[config.mk]
export PLATFORM = sky130hd
export DESIGN_NAME = vipsw_top
export DESIGN_NICKNAME = d
export VERILOG_FILES = /design/src/vipsw_pkg.sv /design/src/vipsw_top.sv /design/src/vipsw_nfilt.sv /design/src/vipsw_arb.sv
export SDC_FILE = /design/constraint.sdc
export NUM_CORES = 1
export LEC_CHECK = 0
export BUFFER_PORTS_ARGS = -buffer_cell sky130_fd_sc_hd__buf_2
export CAP_MARGIN = 0
export CORE_UTILIZATION = 55
export CTS_BUF_LIST = sky130_fd_sc_hd__clkbuf_2
export DETAILED_ROUTE_END_ITERATION = 8
export PLACE_DENSITY_LB_ADDON = 0.15
export SLEW_MARGIN = 20
export SYNTH_ARGS = -nofsm -noshare
export SYNTH_HDL_FRONTEND = slang
export SYNTH_HIERARCHICAL = 1
export SYNTH_SLANG_ARGS = --single-unit
[constraint.sdc]
create_clock -name ref_clk -period 9.88 [get_ports ref_clk]
set_input_delay 1.976 -clock ref_clk [delete_from_list [all_inputs] [get_ports ref_clk]]
set_output_delay 1.976 -clock ref_clk [all_outputs]
set_load 0.005 [all_outputs]
[src/vipsw_pkg.sv]
// Shared constants and carrier types of the vectored interrupt and standby block
package vipsw_pkg;

    localparam int NSRC = 16;
    localparam int NVEC = 10;
    localparam int VW = 4;

    // Register byte offsets
    localparam logic [7:0] REG_STATUS = 8'h00;
    localparam logic [7:0] REG_MASK = 8'h04;
    localparam logic [7:0] REG_LEVEL = 8'h08;
    localparam logic [7:0] REG_FILTER = 8'h0C;
    localparam logic [7:0] REG_SERVICE = 8'h10;
    localparam logic [7:0] REG_STANDBY = 8'h14;
    localparam logic [7:0] REG_WAKE = 8'h18;

    // Reset values
    localparam logic [15:0] MASK_RST = 16'h0000;
    localparam logic [9:0] LEVEL_RST = 10'h000;
    localparam logic [1:0] FILTER_RST = 2'h0;
    localparam logic [2:0] OSC_RST = 3'h7;
    localparam logic [9:0] WAKE_RST = 10'h000;

    // Field positions
    localparam int SB_MODE_LSB = 0;
    localparam int SB_OSC_LSB = 4;
    localparam int SB_STATE_LSB = 8;
    localparam int SV_RET_BIT = 0;
    localparam int SV_ACT_LSB = 4;
    localparam int SV_VEC_LSB = 8;
    localparam int SV_VALID_BIT = 12;
    localparam int WK_POL_LSB = 5;
    localparam int NWAKE = 5;

    // Noise filter time constants, in instruction cycles
    localparam int FILT_T1 = 1;
    localparam int FILT_T32 = 32;
    localparam int FILT_T128 = 128;
    localparam int TCYC_CLKS_DEF = 3;

    typedef enum logic [1:0] {
        LVL_NONE = 2'h0,
        LVL_LOW = 2'h1,
        LVL_HIGH = 2'h2,
        LVL_TOP = 2'h3
    } vipsw_lvl_e;

    typedef enum logic [3:0] {
        ST_RUN = 4'h1,
        ST_HALT = 4'h2,
        ST_HOLD = 4'h4,
        ST_XHOLD = 4'h8
    } vipsw_st_e;

    localparam logic [1:0] MODE_HALT = 2'h1;
    localparam logic [1:0] MODE_HOLD = 2'h2;
    localparam logic [1:0] MODE_XHOLD = 2'h3;

    localparam logic [NVEC-1:0][15:0] VEC_ADDR = '{
        16'h004B, 16'h0043, 16'h003B, 16'h0033, 16'h002B,
        16'h0023, 16'h001B, 16'h0013, 16'h000B, 16'h0003};

    // Vector index of each source, source 0 in the low slot
    localparam logic [NSRC-1:0][VW-1:0] SRC_VEC = '{
        4'h9, 4'h9, 4'h8, 4'h7, 4'h6, 4'h5, 4'h5, 4'h4,
        4'h3, 4'h3, 4'h3, 4'h2, 4'h2, 4'h2, 4'h1, 4'h0};

    // Packed: the last field is source 0
    typedef struct packed {
        logic pulse_width_req;
        logic port_zero_req;
        logic adc_req;
        logic async_serial_req;
        logic sync_serial_req;
        logic timer_one_high_req;
        logic timer_one_low_req;
        logic timer_zero_high_req;
        logic base_timer_req;
        logic ext_irq_f;
        logic ext_irq_d_filtered;
        logic ext_irq_e;
        logic timer_zero_low_req;
        logic ext_irq_c;
        logic ext_irq_b;
        logic ext_irq_a;
    } vipsw_src_s;

    localparam int SRC_EXT_D = 5;
    localparam int SRC_BASE = 7;
    localparam int SRC_PORT0 = 14;

    typedef struct packed {
        logic ceramic_osc;
        logic rc_osc;
        logic xtal_osc;
    } vipsw_osc_s;

    typedef struct packed {
        logic cpu_run;
        logic periph_run;
        logic base_timer_run;
    } vipsw_run_s;

endpackage

[src/vipsw_top.sv]
// Interrupt priority, vectoring and standby wake controller with Wishbone registers
// Summary of operation
// - Sixteen sources grouped onto ten vectors
// - Nested interrupts on three levels
// - Refuse requests at or below serviced level
// - Higher level wins among simultaneous vectors
// - Equal level: lowest vector address wins
// - Levels ordered highest, high, low
// - First two pins: highest or low
// - Shared vectors 13H and 1BH, high/low
// - Timer vectors 23H and 2BH, high/low
// - Serial, converter, port/PWM vectors, high/low
// - Fourth pin filtered, 1/32/128 cycles
// - Light standby stops CPU, reset releases
// - Deep standby stops all, oscillators off
// - Deep standby wakes on reset/pins/port
// - Crystal standby keeps base timer, crystal
// - Crystal standby also wakes on base timer
`timescale 1ns/1ps
module vipsw_top
    import vipsw_pkg::*;
#(
    parameter int TCYC_CLKS = TCYC_CLKS_DEF
) (
    input wire logic ref_clk,
    input wire logic rst,
    input wire logic wb_cyc_i,
    input wire logic wb_stb_i,
    input wire logic wb_we_i,
    input wire logic [7:0] wb_adr_i,
    input wire logic [3:0] wb_sel_i,
    input wire logic [31:0] wb_dat_i,
    output logic [31:0] wb_dat_o,
    output logic wb_ack_o,
    input wire vipsw_src_s src_req,
    input wire logic reset_pin_low,
    input wire logic cpu_accept,
    input wire logic cpu_return,
    output logic irq,
    output logic vec_valid,
    output logic [15:0] vec_addr,
    output vipsw_lvl_e vec_level,
    output vipsw_run_s run_ctl,
    output vipsw_osc_s osc_en
);

    // Bus state
    logic ack_q, ack_d;
    logic [31:0] rdat_q, rdat_d;
    logic wr_en, rd_en;
    logic [31:0] bmask;

    // Interrupt state
    logic [NSRC-1:0] status_q, status_d;
    logic [NSRC-1:0] mask_q, mask_d;
    logic [NSRC-1:0] prev_q, prev_d;
    logic [NSRC-1:0] raw, rise;
    logic [NVEC-1:0] level_q, level_d;
    logic [1:0] filt_q, filt_d;
    logic [NVEC-1:0] pend;

    // Service stack: one bit per level, levels only nest upward
    logic [3:1] act_q, act_d;
    vipsw_lvl_e cur_lvl;
    logic do_ret;

    // Registered winner presented to the CPU
    logic win_valid_c;
    logic [VW-1:0] win_vec_c;
    vipsw_lvl_e win_lvl_c;
    logic win_valid_q;
    logic [VW-1:0] win_vec_q;
    vipsw_lvl_e win_lvl_q;

    // Standby state
    vipsw_st_e st_q, st_d;
    logic [2:0] osc_cfg_q, osc_cfg_d;
    logic xtal_keep_q, xtal_keep_d;
    logic [9:0] wake_q, wake_d;
    logic [NWAKE-1:0] wake_pins;
    logic wake_hold, wake_xhold;
    vipsw_run_s run_q, run_d;
    vipsw_osc_s osc_q, osc_d;

    logic ext_d_filt;

    vipsw_nfilt #(
        .TCYC_CLKS(TCYC_CLKS)
    ) u_filt (
        .ref_clk(ref_clk),
        .rst(rst),
        .din(src_req.ext_irq_d_filtered),
        .sel(filt_q),
        .dout_q(ext_d_filt)
    );

    vipsw_arb u_arb (
        .pend(pend),
        .lvl_sel(level_q),
        .cur_lvl(cur_lvl),
        .win_valid(win_valid_c),
        .win_vec(win_vec_c),
        .win_lvl(win_lvl_c)
    );

    // ---------------- Wishbone slave ----------------

    always_comb begin
        wr_en = wb_cyc_i && wb_stb_i && wb_we_i && !ack_q;
        rd_en = wb_cyc_i && wb_stb_i && !wb_we_i && !ack_q;
        ack_d = wb_cyc_i && wb_stb_i && !ack_q;
        bmask = {{8{wb_sel_i[3]}}, {8{wb_sel_i[2]}},
                 {8{wb_sel_i[1]}}, {8{wb_sel_i[0]}}};
        rdat_d = rdat_q;
        if (rd_en) begin
            rdat_d = 32'h0000_0000;
            case (wb_adr_i)
                REG_STATUS: begin
                    rdat_d[NSRC-1:0] = status_q;
                end
                REG_MASK: begin
                    rdat_d[NSRC-1:0] = mask_q;
                end
                REG_LEVEL: begin
                    rdat_d[NVEC-1:0] = level_q;
                end
                REG_FILTER: begin
                    rdat_d[1:0] = filt_q;
                end
                REG_SERVICE: begin
                    rdat_d[SV_ACT_LSB +: 3] = act_q;
                    rdat_d[SV_VEC_LSB +: VW] = win_vec_q;
                    rdat_d[SV_VALID_BIT] = win_valid_q;
                end
                REG_STANDBY: begin
                    rdat_d[SB_OSC_LSB +: 3] = osc_cfg_q;
                    rdat_d[SB_STATE_LSB +: 4] = st_q;
                end
                REG_WAKE: begin
                    rdat_d[9:0] = wake_q;
                end
                default: begin
                    rdat_d = 32'h0000_0000;
                end
            endcase
        end
    end

    always_ff @(posedge ref_clk or posedge rst) begin
        if (rst) begin
            ack_q <= 1'b0;
            rdat_q <= 32'h0000_0000;
        end else begin
            ack_q <= ack_d;
            rdat_q <= rdat_d;
        end
    end

    assign wb_ack_o = ack_q;
    assign wb_dat_o = rdat_q;

    // ---------------- Request capture ----------------

    always_comb begin
        raw = src_req;
        raw[SRC_EXT_D] = ext_d_filt;
        rise = raw & ~prev_q;
        prev_d = raw;
        status_d = status_q;
        mask_d = mask_q;
        level_d = level_q;
        filt_d = filt_q;
        if (wr_en && wb_adr_i == REG_STATUS) begin
            status_d = status_q & ~(wb_dat_i[NSRC-1:0] & bmask[NSRC-1:0]);
        end
        // A new edge wins over a clear in the same cycle
        status_d = status_d | rise;
        if (wr_en && wb_adr_i == REG_MASK) begin
            mask_d = (mask_q & ~bmask[NSRC-1:0]) | (wb_dat_i[NSRC-1:0] & bmask[NSRC-1:0]);
        end
        if (wr_en && wb_adr_i == REG_LEVEL) begin
            level_d = (level_q & ~bmask[NVEC-1:0]) | (wb_dat_i[NVEC-1:0] & bmask[NVEC-1:0]);
        end
        if (wr_en && wb_adr_i == REG_FILTER && wb_sel_i[0]) begin
            filt_d = wb_dat_i[1:0];
        end
    end

    always_ff @(posedge ref_clk or posedge rst) begin
        if (rst) begin
            status_q <= '0;
            mask_q <= MASK_RST;
            prev_q <= '0;
            level_q <= LEVEL_RST;
            filt_q <= FILTER_RST;
        end else begin
            status_q <= status_d;
            mask_q <= mask_d;
            prev_q <= prev_d;
            level_q <= level_d;
            filt_q <= filt_d;
        end
    end

    // Group the sources onto their vectors
    always_comb begin
        pend = '0;
        for (int s = 0; s < NSRC; s++) begin
            if (status_q[s] && mask_q[s]) begin
                pend[SRC_VEC[s]] = 1'b1;
            end
        end
    end

    assign irq = |(status_q & mask_q);

    // ---------------- Service level tracking ----------------

    always_comb begin
        if (act_q[3]) begin
            cur_lvl = LVL_TOP;
        end else if (act_q[2]) begin
            cur_lvl = LVL_HIGH;
        end else if (act_q[1]) begin
            cur_lvl = LVL_LOW;
        end else begin
            cur_lvl = LVL_NONE;
        end
        do_ret = cpu_return ||
                 (wr_en && wb_adr_i == REG_SERVICE && wb_sel_i[0] && wb_dat_i[SV_RET_BIT]);
        act_d = act_q;
        // Return drops the top level first, then a same-cycle accept is stacked
        if (do_ret) begin
            case (cur_lvl)
                LVL_TOP: act_d[3] = 1'b0;
                LVL_HIGH: act_d[2] = 1'b0;
                LVL_LOW: act_d[1] = 1'b0;
                default: act_d = act_q;
            endcase
        end
        if (cpu_accept && win_valid_q && win_lvl_q != LVL_NONE) begin
            act_d[win_lvl_q] = 1'b1;
        end
    end

    always_ff @(posedge ref_clk or posedge rst) begin
        if (rst) begin
            act_q <= 3'h0;
            win_valid_q <= 1'b0;
            win_vec_q <= '0;
            win_lvl_q <= LVL_NONE;
        end else begin
            act_q <= act_d;
            // Winner is re-evaluated every cycle against the level held in act_q, so an accept blanks it for one cycle
            win_valid_q <= win_valid_c && !(cpu_accept && win_valid_q);
            win_vec_q <= win_vec_c;
            win_lvl_q <= win_lvl_c;
        end
    end

    assign vec_valid = win_valid_q;
    assign vec_addr = VEC_ADDR[win_vec_q];
    assign vec_level = win_lvl_q;

    // ---------------- Standby control ----------------

    always_comb begin
        for (int i = 0; i < NWAKE; i++) begin
            wake_pins[i] = 1'b0;
        end
        // Pins a, b, c, e, f may wake on a chosen level
        wake_pins[0] = wake_q[0] && (raw[0] == wake_q[WK_POL_LSB]);
        wake_pins[1] = wake_q[1] && (raw[1] == wake_q[WK_POL_LSB + 1]);
        wake_pins[2] = wake_q[2] && (raw[2] == wake_q[WK_POL_LSB + 2]);
        wake_pins[3] = wake_q[3] && (raw[4] == wake_q[WK_POL_LSB + 3]);
        wake_pins[4] = wake_q[4] && (raw[6] == wake_q[WK_POL_LSB + 4]);
        wake_hold = reset_pin_low || (|wake_pins) || rise[SRC_PORT0];
        wake_xhold = wake_hold || rise[SRC_BASE];
    end

    always_comb begin
        st_d = st_q;
        osc_cfg_d = osc_cfg_q;
        xtal_keep_d = xtal_keep_q;
        wake_d = wake_q;
        if (wr_en && wb_adr_i == REG_WAKE) begin
            wake_d = (wake_q & ~bmask[9:0]) | (wb_dat_i[9:0] & bmask[9:0]);
        end
        if (wr_en && wb_adr_i == REG_STANDBY && wb_sel_i[0]) begin
            osc_cfg_d = wb_dat_i[SB_OSC_LSB +: 3];
        end
        case (st_q)
            ST_RUN: begin
                if (wr_en && wb_adr_i == REG_STANDBY && wb_sel_i[0]) begin
                    case (wb_dat_i[SB_MODE_LSB +: 2])
                        MODE_HALT: st_d = ST_HALT;
                        MODE_HOLD: st_d = ST_HOLD;
                        MODE_XHOLD: begin
                            st_d = ST_XHOLD;
                            xtal_keep_d = osc_cfg_q[0];
                        end
                        default: st_d = ST_RUN;
                    endcase
                end
            end
            ST_HALT: begin
                // Left only through the system reset
                st_d = ST_HALT;
            end
            ST_HOLD: begin
                if (wake_hold) begin
                    st_d = ST_RUN;
                end
            end
            ST_XHOLD: begin
                if (wake_xhold) begin
                    st_d = ST_RUN;
                end
            end
            default: st_d = ST_RUN;
        endcase
    end

    always_comb begin
        run_d = '{cpu_run: 1'b1, periph_run: 1'b1, base_timer_run: 1'b1};
        osc_d = osc_cfg_q;
        case (st_d)
            ST_HALT: begin
                run_d.cpu_run = 1'b0;
            end
            ST_HOLD: begin
                run_d = '0;
                osc_d = '0;
            end
            ST_XHOLD: begin
                run_d = '{cpu_run: 1'b0, periph_run: 1'b0, base_timer_run: 1'b1};
                osc_d = '{ceramic_osc: 1'b0, rc_osc: 1'b0, xtal_osc: xtal_keep_d};
            end
            default: begin
                osc_d = osc_cfg_d;
            end
        endcase
    end

    always_ff @(posedge ref_clk or posedge rst) begin
        if (rst) begin
            st_q <= ST_RUN;
            osc_cfg_q <= OSC_RST;
            xtal_keep_q <= 1'b0;
            wake_q <= WAKE_RST;
            run_q <= '1;
            osc_q <= OSC_RST;
        end else begin
            st_q <= st_d;
            osc_cfg_q <= osc_cfg_d;
            xtal_keep_q <= xtal_keep_d;
            wake_q <= wake_d;
            run_q <= run_d;
            osc_q <= osc_d;
        end
    end

    assign run_ctl = run_q;
    assign osc_en = osc_q;

endmodule

[src/vipsw_nfilt.sv]
// Noise rejection filter for one external interrupt input
`timescale 1ns/1ps
module vipsw_nfilt
    import vipsw_pkg::*;
#(
    parameter int TCYC_CLKS = TCYC_CLKS_DEF
) (
    input wire logic ref_clk,
    input wire logic rst,
    input wire logic din,
    input wire logic [1:0] sel,
    output logic dout_q
);
    logic [7:0] div_q, div_d, cnt_q, cnt_d, limit;
    logic dout_d, tick;

    always_comb begin
        tick = (div_q == 8'(TCYC_CLKS - 1));
        div_d = tick ? 8'h00 : div_q + 8'h01;
        case (sel)
            2'h0: limit = 8'(FILT_T1);
            2'h1: limit = 8'(FILT_T32);
            default: limit = 8'(FILT_T128);
        endcase
        cnt_d = cnt_q;
        dout_d = dout_q;
        // Output follows only after a full time constant of stable input
        if (tick) begin
            if (din == dout_q) begin
                cnt_d = 8'h00;
            end else if (cnt_q + 8'h01 >= limit) begin
                cnt_d = 8'h00;
                dout_d = din;
            end else begin
                cnt_d = cnt_q + 8'h01;
            end
        end
    end

    always_ff @(posedge ref_clk or posedge rst) begin
        if (rst) begin
            div_q <= 8'h00;
            cnt_q <= 8'h00;
            dout_q <= 1'b0;
        end else begin
            div_q <= div_d;
            cnt_q <= cnt_d;
            dout_q <= dout_d;
        end
    end
endmodule

[src/vipsw_arb.sv]
// Priority arbiter over the pending vectors
`timescale 1ns/1ps
module vipsw_arb
    import vipsw_pkg::*;
(
    input wire logic [NVEC-1:0] pend,
    input wire logic [NVEC-1:0] lvl_sel,
    input wire vipsw_lvl_e cur_lvl,
    output logic win_valid,
    output logic [VW-1:0] win_vec,
    output vipsw_lvl_e win_lvl
);
    vipsw_lvl_e lv;

    always_comb begin
        win_valid = 1'b0;
        win_vec = '0;
        win_lvl = LVL_NONE;
        lv = LVL_NONE;
        // Scan downward so that on a tie the lower vector overrides
        for (int v = NVEC - 1; v >= 0; v--) begin
            if (!lvl_sel[v]) begin
                lv = LVL_LOW;
            end else if (v < 2) begin
                lv = LVL_TOP;
            end else begin
                lv = LVL_HIGH;
            end
            if (pend[v] && lv > cur_lvl && lv >= win_lvl) begin
                win_valid = 1'b1;
                win_vec = VW'(v);
                win_lvl = lv;
            end
        end
    end
endmodule

==> flow_metrics.env <==
export IMPL_drc=0
export IMPL_global_route_wire_length_before_repair_um=27700
export IMPL_detail_route_wirelength_um=18000
export IMPL_final_antenna_net_count=0
export IMPL_synth_distinct_cells=95
export IMPL_finalPower_mw=0.943
export IMPL_number_of_global_route_vias_before_repair=5317
export IMPL_starting_density_of_the_core_pct=56.9
export IMPL_cp_arrival_ns=9.82
export IMPL_post_cts_repair_setup_buffers=0
export IMPL_crit_path_end_kind="flip-flop"
export IMPL_top_achievable_clock_speed_mhz=109
export IMPL_setup_viol_count_final=0
export IMPL_grt_overflow_total=0
export IMPL_area_enclosed_by_the_die_boundary_um2=13700
export IMPL_synthesis_area_per_instance_um2=10.5
export IMPL_clock_sink_count=128
export IMPL_irDropWorstVdd_mv=0.0759
export IMPL_yosys_register_bits=128
export IMPL_synthesis_instances=693
export IMPL_ys_flop_type="sky130_fd_sc_hd__dfrtp_1"
export IMPL_total_leakage_power_nw=3.90
export IMPL_worst_setup_path_start_kind="flip-flop"
export IMPL_globalplace_congestion=0.948
export IMPL_cpPeakStageDelay_ns=0.47
export IMPL_critical_path_slowest_cell="sky130_fd_sc_hd__dfrtp_1"
export IMPL_critPathKind="flip-flop to flip-flop"
export IMPL_syn2layout_area_growth_pct=9.43
export IMPL_final_setup_skew_ns=0.0232
export IMPL_synth_async_reset_ratio_pct=100
export IMPL_timing_hold_worst_class="flip-flop to flip-flop"
export IMPL_grt_antenna_before_repair=0
export IMPL_cts_root_buf="sky130_fd_sc_hd__clkbuf_2"
export IMPL_yosysTopAreaCell="sky130_fd_sc_hd__dfrtp_1"
export IMPL_starting_drt_drc_count=589
export IMPL_worst_slew_pin_transition_ns=1.04
export IMPL_tritoncts="built"
export IMPL_buffers_plus_inverters_on_the_worst_setup_path=1
export IMPL_clock_insertion_delay_at_the_later_pin_of_the_skew_report_ns=0.70
export IMPL_vias=5753
export IMPL_slew_limit_headroom_pct=30.4
export IMPL_post_synth_instance_area_um2=7270
export IMPL_critical_path_required_ns=10.50
export IMPL_yosys_area_top_type_share_pct=40.6
export IMPL_timing_final_max_slew_violations=0
export IMPL_cell_with_the_most_instances_after_synthesis="sky130_fd_sc_hd__dfrtp_1"
export IMPL_diodes=0
export IMPL_drt_pass1_iterations=7
export IMPL_cap_viol_max_count=0
export IMPL_numPortBuffers=80
export IMPL_synth_yosys_warnings=6
export IMPL_total_number_of_placement_rows=41
export IMPL_netlist_top_cells_count="118 x sky130_fd_sc_hd__dfrtp_1, 87 x sky130_fd_sc_hd__nand2_1, 42 x sky130_fd_sc_hd__nor2_1"
export IMPL_grt_max_degree=71
export IMPL_cts_buffers=17
export IMPL_vias_per_cell=5.98
export IMPL_synthTopCellsByArea="sky130_fd_sc_hd__dfrtp_1 41%, sky130_fd_sc_hd__ha_1 6.0%, sky130_fd_sc_hd__mux2_2 5.0%"
export IMPL_final_core_utilization_pct=62.3
export IMPL_total_global_route_track_usage_pct=27.4
export IMPL_htreeDepth=4
export IMPL_cp_top_family="simple AND/OR/NAND/NOR gates"
export IMPL_core_region_um2=12800
export IMPL_timing_final_hold_violations=0
export IMPL_share_of_final_layout_standard_cells_stronger_than_drive_strength_1_pct=25.6
export IMPL_number_of_buffers_on_the_longest_clock_path=2
export IMPL_critical_path_peak_fanout=6
export IMPL_design_portCount=127
export IMPL_wl_per_cell_um=18.7
export IMPL_synth_edf_count=0
export IMPL_period_needed_ns=9.21
export IMPL_synth_sequential_area_ratio_pct=44.2
export IMPL_crit_top_cell="sky130_fd_sc_hd__ha_1"
export IMPL_powerDensity_nw_per_um2=119
export IMPL_setup_tns_after_final_layout_ns=0
export IMPL_grt_setup_unrepaired="no"
export IMPL_layout_nets=880
export IMPL_outcome="complete, no violations"
export IMPL_ctsHoldBuffers=0
export IMPL_cts_reportedPaths_clkPinSlew_ns=0.19
export IMPL_detailedPlacementHpwl_um=13300
export IMPL_die_h_um=117
export IMPL_final_period_utilization_pct=93.2
export IMPL_floorplan_die_width_um=117
[worst paths after layout]
path                            from                         end  slack, ns  cells after the start
setup / recovery            act_q[3]                win_vec_q[3]       0.67                     44
hold / removal             prev_q[0]                 status_q[0]       0.47                      1
setup reg to reg            act_q[3]                win_vec_q[3]       0.67                     44
hold reg to reg            prev_q[0]                 status_q[0]       0.47                      1
max in group asynchronous        rst                status_q[11]       7.33                      3
min in group asynchronous        rst  asynchronous set/reset pin       1.28                      2
[through the flow]
step	instances	cell area [µm²]	setup WS [ns]	hold WS [ns]
global route	962	7960	0.00341	0.465
global placement	930	7700	0.774	0.415
detailed placement	930	7700	0.474	0.433
floorplan	719	7370	0.985	0.400
finish	962	7960	0.674	0.475
CTS	962	7930	0.413	0.473
[power by group]
group / total, mW / internal [mW] / leakage, nW / switching [mW]
Clock: 0.315 / 0.114 / 0.135 / 0.201
Sequential: 0.549 / 0.539 / 1.60 / 0.00994
Combinational: 0.0785 / 0.0303 / 2.16 / 0.0483
Total: 0.943 / 0.684 / 3.90 / 0.259
[placed cells by master (no fill, tap or decap), drive strengths merged, types with 3 or more instances in the layout]
cell and count:
a21o 7, a21oi 10, a221oi 3, a222oi 18, a22o 21, a22oi 11, a31oi 9, a32o 4
and2 14, and3 6, buf 84, clkbuf 17, clkinv 9, clkinvlp 3, conb 28, dfrtp 118
dfstp 10, ha 35, inv 39, mux2 36, nand2 89, nand2b 8, nand3 12, nand3b 6
nand4 4, nor2 42, nor2b 13, nor3 17, nor4b 3, o211a 7, o211ai 8, o21ai 29
o31ai 3, or2 4, or3 4, xnor2 14, xor2 4
[per-layer routing]
metal	vias up	wire (µm)	global-route usage, %
li1	2639	-	-
met1	2839	7850	36.8
met2	251	8560	44.1
met3	24	1270	5.87
met4	0	294	9.96
met5	-	0	0
[worst register-to-register path, delay by kind of cell, from the launching register on]
family          cells  cell delay (ns)
compound gates     13             2.71
buf+inv             1             0.09
fa+ha+maj           9             2.35
flops               1             0.47
simple gates       19             3.02
mux                 2             0.49
[cell families (layout without fill, tap and decap cells)]
logic type	after synthesis	count (layout)	share of synthesized area [%]
compound gates	154	154	17.3
fa+ha+maj	37	37	6.32
xor+xnor	18	18	2.17
flops	128	128	44.2
mux	37	37	5.77
buf+inv	83	154	6.26
other cells	2	28	0.103
simple gates	234	234	17.8
[area by class of cell]
class / instances / area (µm²)
well taps: 172 / 215
inverters: 38 / 145
clock buffers: 17 / 85.1
flip-flops and latches: 128 / 3220
multi-input cells: 508 / 3720
clock inverters: 15 / 145
fillers: 1050 / 4820
repair buffers: 84 / 430
[what timing repair did]
action / in CTS / in global routing
setup endpoints to repair: 0 / 6
resized for setup: 0 / 6
endpoints found under the hold margin: 0 / 0
No activity file was read; power rests on OpenSTA's default activity.
